===== src/logic/wbus_pkg.sv =====
// shared constants and types for the write-transfer bus link
package wbus_pkg;
	localparam int ADDR_W     = 32;
	localparam int DATA_W     = 32;
	localparam int FIFO_DEPTH = 4;
	localparam int LINE_BEATS = 4;
	// transfer width encodings (hi, lo)
	localparam logic [1:0] WID_LONG = 2'h0;
	localparam logic [1:0] WID_BYTE = 2'h1;
	localparam logic [1:0] WID_WORD = 2'h2;
	localparam logic [1:0] WID_LINE = 2'h3;
	// reset values
	localparam logic       RW_IDLE_READ   = 1'h1;
	localparam logic [1:0] ATTR_RST       = 2'h0;
	localparam logic [1:0] BEAT_RST       = 2'h0;
	// write request reasons
	typedef enum logic [2:0] {
		REQ_PLAIN,
		REQ_NONCACHE,
		REQ_ALT_SPACE,
		REQ_LOCKED,
		REQ_WRITE_THRU,
		REQ_NO_ALLOC,
		REQ_SIXTEEN_BYTE_MOVE,
		REQ_PUSH
	} req_kind_e;
	typedef struct packed {
		req_kind_e          kind;
		logic [1:0]         width;
		logic [ADDR_W-1:0]  addr;
		logic [1:0]         upa;
		logic [1:0]         tt;
		logic [2:0]         tm;
		logic [3:0]         dirty;
		logic [127:0]       data;
	} wreq_s;
	localparam int WREQ_W = $bits(wreq_s);
endpackage : wbus_pkg


===== src/logic/wbus_if.sv =====
// bus link between the write master and the selected memory device
`timescale 1ns/1ns
interface wbus_if;
	logic [31:0] addr;
	logic [1:0]  upa;
	logic [1:0]  tt;
	logic [2:0]  tm;
	logic        rw;
	logic [1:0]  width;
	logic        ncache_n;
	logic        ts_n;
	logic        tip_n;
	logic [31:0] data_o;
	logic        data_oe_n;
	logic        ta_n;
	logic        tbi_n;
	logic        tci_n;
	modport master (output addr, upa, tt, tm, rw, width, ncache_n, ts_n, tip_n, data_o, data_oe_n,
		input ta_n, tbi_n, tci_n);
	modport slave (input addr, upa, tt, tm, rw, width, ncache_n, ts_n, tip_n, data_o, data_oe_n,
		output ta_n, tbi_n, tci_n);
endinterface : wbus_if


===== src/logic/write_master.sv =====
// processor-side bus master for single and line write transfers
`timescale 1ns/1ns
module write_master
	import wbus_pkg::*;
(
	// clock and reset
	input  wire logic          mclk,
	input  wire logic          rst,
	// request stream
	input  wire logic          req_valid,
	output logic               req_ready,
	input  wire wreq_s         req,
	// status
	output logic               busy_q,
	output logic               done_q,
	// bus
	wbus_if.master             bus
);
	typedef enum logic [1:0] {ST_IDLE, ST_START, ST_DATA} st_e;

	wreq_s        q_req;
	logic         q_valid;
	logic         q_pop;
	wreq_s        cur_q;
	st_e          st_q;
	logic         line_q;
	logic         burst_q;
	logic [1:0]   beat_q;
	logic         ack;
	logic         last_beat;
	logic         start_new;
	logic         tip_q;
	logic [31:0]  addr_q;
	logic         rw_q;
	logic [1:0]   width_q;
	logic         nc_q;
	logic [1:0]   upa_q;
	logic [1:0]   tt_q;
	logic [2:0]   tm_q;
	logic         ts_q;
	logic [31:0]  dout_q;
	logic         oe_q;

	// only one dirty long word in a push
	function automatic logic one_dirty(input logic [3:0] d);
		return (d == 4'h1) || (d == 4'h2) || (d == 4'h4) || (d == 4'h8);
	endfunction : one_dirty

	function automatic logic is_line(input wreq_s r);
		if ((r.kind == REQ_PUSH) && one_dirty(r.dirty))
			return 1'b0;
		return (r.kind == REQ_SIXTEEN_BYTE_MOVE) || (r.kind == REQ_PUSH);
	endfunction : is_line

	// picks the long word for a beat; push with one dirty word uses that word
	function automatic logic [31:0] word_of(input wreq_s r, input logic [1:0] idx);
		return r.data[32*idx +: 32];
	endfunction : word_of

	function automatic logic [1:0] dirty_idx(input logic [3:0] d);
		return d[1] ? 2'h1 : d[2] ? 2'h2 : d[3] ? 2'h3 : 2'h0;
	endfunction : dirty_idx

	req_fifo #(.WIDTH(WREQ_W), .DEPTH(FIFO_DEPTH)) u_fifo (
		.mclk      (mclk),
		.rst       (rst),
		.in_valid  (req_valid),
		.in_ready  (req_ready),
		.in_data   (req),
		.out_valid (q_valid),
		.out_ready (q_pop),
		.out_data  (q_req)
	);

	// tci_n is deliberately never looked at: writes ignore it
	assign ack       = (st_q == ST_DATA) && !bus.ta_n;
	assign last_beat = !line_q || (beat_q == 2'(LINE_BEATS-1));
	// a new transfer starts from idle or right after the last ack, never mid-line
	assign start_new = q_valid && ((st_q == ST_IDLE) || (ack && last_beat));
	assign q_pop     = start_new;

	// sequencing
	always_ff @(posedge mclk or posedge rst) begin
		if (rst) begin
			st_q    <= ST_IDLE;
			cur_q   <= '0;
			line_q  <= 1'b0;
			burst_q <= 1'b0;
			beat_q  <= BEAT_RST;
		end else if (start_new) begin
			st_q    <= ST_START;
			cur_q   <= q_req;
			line_q  <= is_line(q_req);
			burst_q <= 1'b1;
			beat_q  <= BEAT_RST;
		end else begin
			unique case (st_q)
				ST_IDLE:  st_q <= ST_IDLE;
				ST_START: st_q <= ST_DATA;
				ST_DATA: begin
					if (ack) begin
						if (last_beat)
							st_q <= ST_IDLE;
						else begin
							beat_q <= beat_q + 2'h1;
							if (beat_q == BEAT_RST && !bus.tbi_n) begin
								burst_q <= 1'b0;
								st_q    <= ST_START;
							end else if (!burst_q)
								st_q <= ST_START;
						end
					end
				end
			endcase
		end
	end

	// address and attributes; fresh address per inhibited follow-up
	always_ff @(posedge mclk or posedge rst) begin
		if (rst) begin
			addr_q  <= '0;
			rw_q    <= RW_IDLE_READ;
			width_q <= WID_LONG;
			nc_q    <= 1'b0;
			upa_q   <= ATTR_RST;
			tt_q    <= ATTR_RST;
			tm_q    <= '0;
		end else if (start_new) begin
			rw_q    <= 1'b0;
			upa_q   <= q_req.upa;
			tt_q    <= q_req.tt;
			tm_q    <= q_req.tm;
			nc_q    <= (q_req.kind == REQ_NONCACHE) || (q_req.kind == REQ_ALT_SPACE)
				|| (q_req.kind == REQ_LOCKED);
			if (is_line(q_req))
				width_q <= WID_LINE;
			else if (q_req.kind == REQ_PUSH)
				width_q <= WID_LONG;
			else
				width_q <= q_req.width;
			if ((q_req.kind == REQ_PUSH) && one_dirty(q_req.dirty))
				addr_q <= {q_req.addr[31:4], dirty_idx(q_req.dirty), 2'h0};
			else
				addr_q <= q_req.addr;
		end else if (ack && !last_beat && (!burst_q || (beat_q == BEAT_RST && !bus.tbi_n))) begin
			addr_q[3:2] <= addr_q[3:2] + 2'h1;
			width_q     <= WID_LONG;
		end else if (ack && last_beat && !q_valid) begin
			rw_q <= RW_IDLE_READ;
		end
	end

	// start strobe and active flag
	always_ff @(posedge mclk or posedge rst) begin
		if (rst) begin
			ts_q  <= 1'b0;
			tip_q <= 1'b0;
		end else begin
			ts_q <= start_new || (ack && !last_beat && (!burst_q || (beat_q == BEAT_RST && !bus.tbi_n)));
			if (start_new)
				tip_q <= 1'b1;
			else if (ack && last_beat)
				tip_q <= 1'b0;
		end
	end

	// write data lanes; released the clock after the last ack of each strobe
	always_ff @(posedge mclk or posedge rst) begin
		if (rst) begin
			dout_q <= '0;
			oe_q   <= 1'b0;
		end else if (st_q == ST_START) begin
			oe_q <= 1'b1;
			if (!line_q && (cur_q.kind == REQ_PUSH))
				dout_q <= word_of(cur_q, dirty_idx(cur_q.dirty));
			else if (line_q)
				dout_q <= word_of(cur_q, 2'(cur_q.addr[3:2] + beat_q));
			else
				dout_q <= cur_q.data[31:0];
		end else if (ack) begin
			if (last_beat || !burst_q || (beat_q == BEAT_RST && !bus.tbi_n))
				oe_q <= 1'b0;
			else
				dout_q <= word_of(cur_q, 2'(cur_q.addr[3:2] + beat_q + 2'h1));
		end
	end

	always_ff @(posedge mclk or posedge rst) begin
		if (rst) begin
			busy_q <= 1'b0;
			done_q <= 1'b0;
		end else begin
			busy_q <= (st_q != ST_IDLE) || start_new;
			done_q <= ack && last_beat;
		end
	end

	assign bus.addr      = addr_q;
	assign bus.rw        = rw_q;
	assign bus.width     = width_q;
	assign bus.ncache_n  = !nc_q;
	assign bus.upa       = upa_q;
	assign bus.tt        = tt_q;
	assign bus.tm        = tm_q;
	assign bus.ts_n      = !ts_q;
	assign bus.tip_n     = !tip_q;
	assign bus.data_o    = dout_q;
	assign bus.data_oe_n = !oe_q;
endmodule : write_master


===== src/logic/req_fifo.sv =====
// small valid/ready fifo for queued write requests
`timescale 1ns/1ns
module req_fifo #(
	parameter int WIDTH = 8,
	parameter int DEPTH = 4
) (
	// clock and reset
	input  wire logic             mclk,
	input  wire logic             rst,
	// fill side
	input  wire logic             in_valid,
	output logic                  in_ready,
	input  wire logic [WIDTH-1:0] in_data,
	// drain side
	output logic                  out_valid,
	input  wire logic             out_ready,
	output logic [WIDTH-1:0]      out_data
);
	localparam int PW = $clog2(DEPTH);
	logic [WIDTH-1:0] mem [DEPTH];
	logic [PW-1:0]    wp_q;
	logic [PW-1:0]    rp_q;
	logic [PW:0]      cnt_q;
	logic             push;
	logic             pop;

	assign in_ready  = (cnt_q != (PW+1)'(DEPTH));
	assign out_valid = (cnt_q != '0);
	assign out_data  = mem[rp_q];
	assign push      = in_valid && in_ready;
	assign pop       = out_valid && out_ready;

	always_ff @(posedge mclk) begin
		if (push)
			mem[wp_q] <= in_data;
	end

	always_ff @(posedge mclk or posedge rst) begin
		if (rst) begin
			wp_q  <= '0;
			rp_q  <= '0;
			cnt_q <= '0;
		end else begin
			if (push)
				wp_q <= (wp_q == PW'(DEPTH-1)) ? '0 : wp_q + 1'b1;
			if (pop)
				rp_q <= (rp_q == PW'(DEPTH-1)) ? '0 : rp_q + 1'b1;
			cnt_q <= cnt_q + (PW+1)'(push) - (PW+1)'(pop);
		end
	end
endmodule : req_fifo


===== src/flat_wrapper.sv =====
// flat-port wrapper written by rule: the top's interface ports become plain ports
module write_master_flat import wbus_pkg::*;
  (mclk, rst, req_valid, req_ready, req, busy_q, done_q, bus_addr, bus_upa, bus_tt, bus_tm, bus_rw, bus_width, bus_ncache_n, bus_ts_n, bus_tip_n, bus_data_o, bus_data_oe_n, bus_ta_n, bus_tbi_n, bus_tci_n);
  wbus_if bus_i ();
  input  wire logic mclk;
  input  wire logic rst;
  input  wire logic req_valid;
  output logic req_ready;
  input  wire wreq_s req;
  output logic busy_q;
  output logic done_q;
  output wire logic [$bits(bus_i.addr)-1:0] bus_addr;
  output wire logic [$bits(bus_i.upa)-1:0] bus_upa;
  output wire logic [$bits(bus_i.tt)-1:0] bus_tt;
  output wire logic [$bits(bus_i.tm)-1:0] bus_tm;
  output wire logic [$bits(bus_i.rw)-1:0] bus_rw;
  output wire logic [$bits(bus_i.width)-1:0] bus_width;
  output wire logic [$bits(bus_i.ncache_n)-1:0] bus_ncache_n;
  output wire logic [$bits(bus_i.ts_n)-1:0] bus_ts_n;
  output wire logic [$bits(bus_i.tip_n)-1:0] bus_tip_n;
  output wire logic [$bits(bus_i.data_o)-1:0] bus_data_o;
  output wire logic [$bits(bus_i.data_oe_n)-1:0] bus_data_oe_n;
  input wire logic [$bits(bus_i.ta_n)-1:0] bus_ta_n;
  input wire logic [$bits(bus_i.tbi_n)-1:0] bus_tbi_n;
  input wire logic [$bits(bus_i.tci_n)-1:0] bus_tci_n;
  assign bus_addr = bus_i.addr;
  assign bus_upa = bus_i.upa;
  assign bus_tt = bus_i.tt;
  assign bus_tm = bus_i.tm;
  assign bus_rw = bus_i.rw;
  assign bus_width = bus_i.width;
  assign bus_ncache_n = bus_i.ncache_n;
  assign bus_ts_n = bus_i.ts_n;
  assign bus_tip_n = bus_i.tip_n;
  assign bus_data_o = bus_i.data_o;
  assign bus_data_oe_n = bus_i.data_oe_n;
  assign bus_i.ta_n = bus_ta_n;
  assign bus_i.tbi_n = bus_tbi_n;
  assign bus_i.tci_n = bus_tci_n;
  write_master u_core (.mclk(mclk), .rst(rst), .req_valid(req_valid), .req_ready(req_ready), .req(req), .busy_q(busy_q), .done_q(done_q), .bus(bus_i));
endmodule

===== config.mk =====
export PLATFORM = sky130hd
export DESIGN_NAME = write_master_flat
export DESIGN_NICKNAME = d
export VERILOG_FILES = /design/src/logic/wbus_pkg.sv /design/src/logic/wbus_if.sv /design/src/logic/write_master.sv /design/src/logic/req_fifo.sv /design/src/flat_wrapper.sv
export SDC_FILE = /design/constraint.sdc
export NUM_CORES = 1
export LEC_CHECK = 0
export ABC_AREA = 1
export ABC_CLOCK_PERIOD_IN_PS = 10800
export BUFFER_PORTS_ARGS = -buffer_cell sky130_fd_sc_hd__clkbuf_2
export CORE_MARGIN = 5
export CORE_UTILIZATION = 51
export CTS_CLUSTER_DIAMETER = 40
export DETAILED_ROUTE_END_ITERATION = 6
export PLACE_DENSITY = 0.69
export SETUP_SLACK_MARGIN = 0.4
export SLEW_MARGIN = 40
export SYNTH_ARGS = -nofsm -noshare
export SYNTH_HDL_FRONTEND = slang
export SYNTH_SLANG_ARGS = --single-unit

===== constraint.sdc =====
create_clock -name mclk -period 10.8 [get_ports mclk]
set_clock_uncertainty 0.15 [all_clocks]
set_input_delay 0.54 -clock mclk [delete_from_list [all_inputs] [get_ports mclk]]
set_output_delay 0.54 -clock mclk [all_outputs]
set_load 0.01 [all_outputs]

==> impl_metrics.yaml, run 1 <==
pwr:
  power_density_nw_per_um2: 312
  p_seq_share_pct: 37.6
  sw_frac_of_total_pct: 38.7
  intPower_mw: 8.88
  p_comb_share_pct: 35.0
  ir_worst_vdd_uv: 218
  switching_power_mw: 5.61
  power_frac_clock_pct: 27.4
  power_leakage_nw: 17.7
place:
  dp_slack_ns: 6.67
  dp_hpwl_um: 57600
  place_area_um2: 40600
  io_buffers: 261
  place.gp.congestion: 0.821
clock_network:
  cts_max_path_buffers: 3
  numCtsBuffers: 116
  cts_max_level: 3
  cts_tree: "built"
  clockRootBuffer: "clkbuf_16"
  clk_pin_slew_ns: 0.06
  cts.sinks: 933
  insertion_delay_ns: 0.68
  cts_resized: 0
min_path:
  whs_path_depth: 5
  min_path_type: "in2reg"
critical_path:
  path_class: "reg2reg"
  worstPathArrival_ns: 4.30
  max_stage_delay_ns: 0.73
  worstPathRequired_ns: 11.25
  rr_worst_depth: 7
  crit_buf_inv: 3
  cp_common_cell: "buf_4"
  crit_path_end_kind: "flip-flop"
  crit_cells: 7
  slowest_stage: "dfrtp_4"
  path_max_fanout: 80
  start_kind: "flip-flop"
  path_delay_family: "buffers and inverters"
  path_cells: "inv_6 > buf_4 > buf_4 > o21ai_0 > o22ai_1 > nand2_1 > o21ai_1"
floorplan:
  ios: 263
  num_rows: 101
  start_util_pct: 51.2
  die_w_um: 285
  die_y_um: 285
  dieArea_um2: 81500
  coreArea_um2: 75600
timing:
  min_period_over_period_pct: 35.7
  rsz0062_at_grt: "false"
  slew_headroom_pct: 43.1
  max_clock_freq_mhz: 259
  tns_ns: 0
  tightest_slew_ns: 0.854
  fin_crit_ns: 3.86
  finalHoldViolCount: 0
  finalSetupViolations: 0
  slew_viol_final: 0
  setup_ws_ns: 6.94
yosys:
  avgSynthCellArea_um2: 10.9
  synth.distinct_cells: 38
  synth_nets: 3728
  ys_seq_area_share_pct: 69.5
  synth_edf_count: 704
  ys_ff_latch: 933
  ys_warn_count: 0
  syn-instance-count: 3535
  synth_async_sr_flop_share_pct: 24.5
  synth_area_um2: 38700
  synth_flop_cell: "edfxtp_1"
cells_and_area:
  drive_above_1_share_pct: 13.3
  final_area_um2: 46500
  area_delta_synth_final_pct: 20.2
  fin_util_pct: 61.5
  final_nets: 4098
outcome:
  status: "finished clean"
detailed_routing:
  drtAntennaViolNets: 0
  via_count: 27422
  wl_per_cell_um: 19.9
  drt_pass1_iterations: 6
  drt_iter0_drc: 2278
  wl_um: 99800
  drc: 0
  avgViaCountPerCell: 5.48
job:
  drv_cap: 0
grt:
  grt_use_total_pct: 24.2
  grt_max_degree: 190
  overflow: 0
  antenna_found_initial: 18
  grt_first_pass_wirelength_um: 154000
  grt_pass1_vias: 26666
[timing repair]
action | CTS | global route
endpoints found under the hold margin | 806 | 0
buffers inserted | 0 | 0
hold buffers | 178 | 0
[registers in the layout (all words and copies together), names as in the netlist, 2 cells and up]
signal and cells:
u_core.bus.addr 32, u_core.u_fifo.mem 704, u_core.bus.data_o 32, u_core.u_fifo.wp_q 2
u_core.bus.width 2, u_core.cur_q 136, u_core.st_q 2, u_core.bus.tt 2
u_core.bus.upa 2, u_core.bus.tm 3, u_core.u_fifo.rp_q 2, u_core.beat_q 2
u_core.u_fifo.cnt_q 3
[worst reg2reg max path: cells and delay by family (launching register included)]
| kind | cells | cell delay, ns |
|---|---|---|
| buffers and inverters | 3 | 2.05 |
| AOI/OAI and AO/OA | 3 | 0.76 |
| DFF | 1 | 0.73 |
| and+or+nand+nor | 1 | 0.10 |
[per-stage QoR]
step | total power [mW] | std cells | hold WS (ns)
after floorplan | 9.13 | 3535 | 0.307
final | 14.5 | 5002 | 0.0719
after global placement | 10.3 | 4580 | 0.327
after CTS | 14.5 | 4985 | 0.0594
after global routing | 15.4 | 4993 | 0.129
after detailed placement | 10.5 | 4585 | 0.336
[cell families (layout without fill, tap and decap cells)]
kind of cell / after synthesis / count (layout) / synth area share, %
flops: 933 / 933 / 69.5
buf+inv: 389 / 863 / 4.65
xor+xnor: 5 / 5 / 0.113
other cells: 0 / 15 / 0
fa+ha+maj: 11 / 11 / 0.375
compound gates: 801 / 801 / 11.2
simple gates: 1396 / 1396 / 14.2
[path summary, 6_finish.rpt]
| check | start | end | slack (ns) |
|---|---|---|---|
| max reg2reg | u_core.u_fifo.rp_q[1] | u_core.cur_q[7] | 6.94 |
| min | bus_tbi_n | u_core.burst_q | 0.07 |
| min in group asynchronous | rst | u_core.cur_q[75] | 0.40 |
| max | u_core.u_fifo.rp_q[1] | u_core.cur_q[7] | 6.94 |
| min reg2reg | u_core.bus.rw | u_core.bus.rw | 0.35 |
| max in group asynchronous | rst | u_core.cur_q[49] | 8.95 |
[synth_stat cells (2+ instances only)]
library cell / number / area (µm²)
o22ai_1: 69 / 432
xor2_1: 3 / 26.3
o211ai_1: 32 / 240
nor2_4: 2 / 22.5
ha_1: 10 / 125
o21bai_1: 3 / 22.5
dfrtp_1: 228 / 5710
nand3_1: 143 / 716
nand2_1: 504 / 1890
buf_4: 24 / 180
edfxtp_1: 704 / 21100
nand2_2: 5 / 31.3
o21ai_1: 149 / 746
xnor2_1: 2 / 17.5
a21oi_1: 40 / 200
clkbuf_1: 96 / 360
buf_1: 8 / 30.0
inv_1: 148 / 556
a31oi_1: 97 / 607
buf_2: 82 / 410
o21ai_0: 406 / 2030
a32o_1: 4 / 40.0
inv_2: 10 / 37.5
nor2_2: 2 / 12.5
buf_6: 19 / 214
nor2_1: 733 / 2750
[power by group through the flow]
stage | logic (mW) | clock network (mW) | registers (mW)
CTS | 5.06 | 4.03 | 5.44
global route | 5.71 | 4.19 | 5.53
finish | 5.07 | 3.98 | 5.45
floorplan | 3.64 | 0 | 5.49
detailed placement | 4.98 | 0 | 5.50
global placement | 4.81 | 0 | 5.48
[area by class of cell]
cell class	instances	area, µm²
fillers	5921	29100
diodes	15	37.5
multi-input cells	2213	10100
clock buffers	142	3070
inverters	160	642
flip-flops and latches	933	26900
well taps	978	1220
repair buffers	481	3560
clock inverters	80	986
[routing by layer]
| metal | track usage [%] | vias up | routed length (µm) |
|---|---|---|---|
| met2 | 39.8 | 1031 | 48000 |
| met4 | 8.77 | 8 | 3340 |
| li1 | - | 13046 | - |
| met3 | 4.16 | 213 | 7640 |
| met5 | 0 | - | 47 |
| met1 | 32.7 | 13124 | 40800 |
[cells in the final DEF (no fill, tap or decap), types with 4 or more instances in the layout]
| cell type | netlist | routed |
|---|---|---|
| ha_1 | 10 | 9 |
| inv_6 | 0 | 15 |
| diode_2 | 0 | 15 |
| o21ai_1 | 149 | 149 |
| clkbuf_2 | 0 | 261 |
| buf_12 | 0 | 6 |
| nand2_1 | 504 | 504 |
| bufinv_16 | 0 | 15 |
| nor2_1 | 733 | 728 |
| inv_2 | 10 | 7 |
| a32o_1 | 4 | 4 |
| a31oi_1 | 97 | 97 |
| o211ai_1 | 32 | 32 |
| nor2_4 | 2 | 8 |
| inv_1 | 148 | 147 |
| buf_6 | 19 | 5 |
| o22ai_1 | 69 | 69 |
| buf_4 | 24 | 27 |
| clkinv_1 | 0 | 9 |
| dfrtp_1 | 228 | 225 |
| a21oi_1 | 40 | 39 |
| clkbuf_1 | 96 | 19 |
| edfxtp_1 | 704 | 704 |
| clkinv_4 | 0 | 7 |
| o21ai_0 | 406 | 406 |
| inv_8 | 0 | 9 |
| clkinvlp_4 | 0 | 10 |
| clkbuf_16 | 0 | 116 |
| clkbuf_8 | 0 | 7 |
| nand3_1 | 143 | 143 |
| clkinv_2 | 1 | 13 |
| dlygate4sd3_1 | 0 | 178 |
Power figures use the tool's default switching activity.
==> run 2, diff against run 1 <==
Settings changed: ABC_AREA 1 to 0, ABC_CLOCK_PERIOD_IN_PS 10800 to 3800.
Clock period 10.8 ns to 3.8 ns, I/O delays scaled along.
==> impl_metrics.yaml, run 2 <==
outcome:
  status: "finished clean"
pwr:
  intPower_mw: 26.1
  p_comb_share_pct: 30.9
  switching_power_mw: 13.7
  power_leakage_nw: 17.4
  ir_worst_vdd_uv: 584
  p_seq_share_pct: 39.7
  power_density_nw_per_um2: 864
  power_frac_clock_pct: 29.4
  sw_frac_of_total_pct: 34.5
timing:
  rsz0062_at_grt: "false"
  finalSetupViolations: 0
  fin_crit_ns: 3.06
  slew_headroom_pct: 43.5
  max_clock_freq_mhz: 326
  min_period_over_period_pct: 80.6
  finalHoldViolCount: 0
  slew_viol_final: 0
  tns_ns: 0
  holdWs_ns: 0.0388
  tightest_slew_ns: 0.847
yosys:
  avgSynthCellArea_um2: 16.0
  synthTopCellsByArea: "edfxtp_1, dfrtp_1, mux4_2"
  ys_ff_latch: 933
  synth_most_common_cell: "edfxtp_1"
  ys_seq_area_share_pct: 72.0
  synth_top_area_share_pct: 56.6
  synth_nets: 2521
  synth_area_um2: 37300
  ys_warn_count: 0
  syn-instance-count: 2328
  synth_edf_count: 704
  synth_flop_cell: "edfxtp_1"
  synth_async_sr_flop_share_pct: 24.5
  synthTopCellsByCount: "edfxtp_1, nand2_1, dfrtp_1"
  yosys.area.top_type: "edfxtp_1"
  synth.distinct_cells: 48
place:
  dp_cells: 3451
  place.gp.congestion: 0.850
  dp_hpwl_um: 54600
  io_buffers: 261
clock_network:
  clockRootBuffer: "clkbuf_16"
  numCtsBuffers: 121
  insertion_delay_ns: 0.68
  cts_max_path_buffers: 3
  clk_pin_slew_ns: 0.06
  cts_max_level: 3
  cts.sinks: 933
  cts_resized: 0
  cts_tree: "built"
cells_and_area:
  final_cell_mix: "edfxtp_1, nand2_1, clkbuf_2"
  top_regs: "u_core.u_fifo.mem x704, u_core.cur_q x136"
  final_common_cell: "edfxtp_1"
  drive_above_1_share_pct: 26.2
  area_delta_synth_final_pct: 23.4
  registers.top_by_ff_count: "u_core.u_fifo.mem"
  final-instance-count-excl-fill: 3871
  fin_util_pct: 63.3
  largest_reg_flops: 704
  final_nets: 2989
detailed_routing:
  via_count: 22186
  wl_um: 90900
  avgViaCountPerCell: 5.73
  drt_pass1_iterations: 6
  drc: 0
  drt_iter0_drc: 1858
  wl_per_cell_um: 23.5
  drtAntennaViolNets: 0
critical_path:
  path_class: "reg2reg"
  max_stage_delay_ns: 0.55
  path_cells: "ha_1 > or3b_1 > nor4_4 > buf_4 > nand2_1 > buf_4 > o32ai_1 > nor3_1"
  worstPathArrival_ns: 3.45
  crit_path_end_kind: "flip-flop"
  slowest_stage: "buf_4"
  cp_common_cell: "buf_4"
  crit_buf_inv: 2
  worstPathRequired_ns: 4.19
  path_delay_family: "simple AND/OR/NAND/NOR gates"
  path_max_fanout: 34
  start_kind: "flip-flop"
floorplan:
  num_rows: 99
  start_util_pct: 51.3
  die_w_um: 281
  die_y_um: 281
  coreArea_um2: 72800
  ios: 263
  dieArea_um2: 78700
grt:
  grt_first_pass_wirelength_um: 140000
  grt_util_met2_pct: 40.7
  grt_use_total_pct: 23.0
  met3_usage_pct: 5.39
  overflow: 0
  grt_max_degree: 146
  grt_pass1_vias: 23761
  antenna_found_initial: 9
  grt_most_used_layer: "met2"
  use_met1_pct: 28.4
min_path:
  min_path_type: "in2async"
job:
  drv_cap: 0
==> run 2: cell count changes in the layout (fill, tap and decap cells not counted), moves of 36 or more <==
cell | previous run | this run
nor2_1 | 728 | 39
o21ai_0 | 406 | 40
mux4_2 | 0 | 176
o21ai_1 | 149 | 0
nand3_1 | 143 | 3
inv_1 | 147 | 17
nand2_1 | 504 | 622
a31oi_1 | 97 | 0
mux2i_1 | 0 | 93
o22ai_1 | 69 | 0
a211oi_1 | 0 | 63
mux2_2 | 0 | 36
==> run 2: what timing repair did <==
item | 4_1_cts | 5_1_grt
hold buffers | 180 | 0
hold endpoints to repair | 788 | 0
setup buffers | 0 | 0
==> run 2: stage by stage <==
stage / total power [mW] / setup WS [ns] / area, µm²
3_3_place_gp: 27.6 / 0.908 / 39900
4_1_cts: 40.1 / 0.780 / 46100
2_1_floorplan: 23.9 / 0.416 / 37300
6_report: 39.8 / 0.737 / 46100
5_1_grt: 41.9 / 0.621 / 46100
3_5_place_dp: 28.1 / 0.804 / 40000
==> run 2: cell type report <==
type                       instances  area [µm²]
tap                              959        1200
clock buffer                     142        3270
clock inverter                    90        1010
antenna                            7        17.5
sequential                       933       26900
timing repair buffer             486        3750
inverter                          19        80.1
fill                            5185       26700
multi-input combinational       1235        9880
==> run 2: path summary, 6_finish.rpt <==
kind,start,to,slack (ns),cells after the start
setup reg to reg,u_core.beat_q[1],u_core.bus.data_o[9],0.74,8
min in group mclk,req[147],u_core.u_fifo.mem[0][147],0.12,2
hold reg to reg,u_core.bus.upa[1],u_core.bus.upa[1],0.32,2
hold / removal,rst,u_core.cur_q[44],0.04,3
setup / recovery,u_core.beat_q[1],u_core.bus.data_o[9],0.74,8
max in group asynchronous,rst,u_core.cur_q[60],2.41,4
==> run 2: cell families after synthesis <==
kind of cell	after synthesis	synth area share [%]
and+or+nand+nor	724	7.64
adders and majority gates	11	0.389
AOI/OAI and AO/OA	184	3.75
xor gates and xnor gates	11	0.298
muxes	305	14.2
buffers and inverters	160	1.77
DFF	933	72.0
==> run 2: power groups by stage <==
stage	logic (mW)	clock network (mW)	registers [mW]
after floorplan	8.54	0	15.3
after global placement	11.8	0	15.7
after detailed placement	12.2	0	15.9
after CTS	12.5	11.9	15.7
after global routing	13.5	12.4	16.0
final	12.3	11.7	15.8
==> run 2: tightest hold or removal path, stage by stage <==
cell           delay, ns
dlygate4sd3_1       0.53
clkbuf_2            0.12
clkinvlp_4          0.48
==> run 2: layer usage <==
layer | routed length (µm) | up-vias
met5 | 27 | -
met4 | 2450 | 4
met3 | 6090 | 201
met2 | 48400 | 751
met1 | 33900 | 11412
li1 | - | 9818
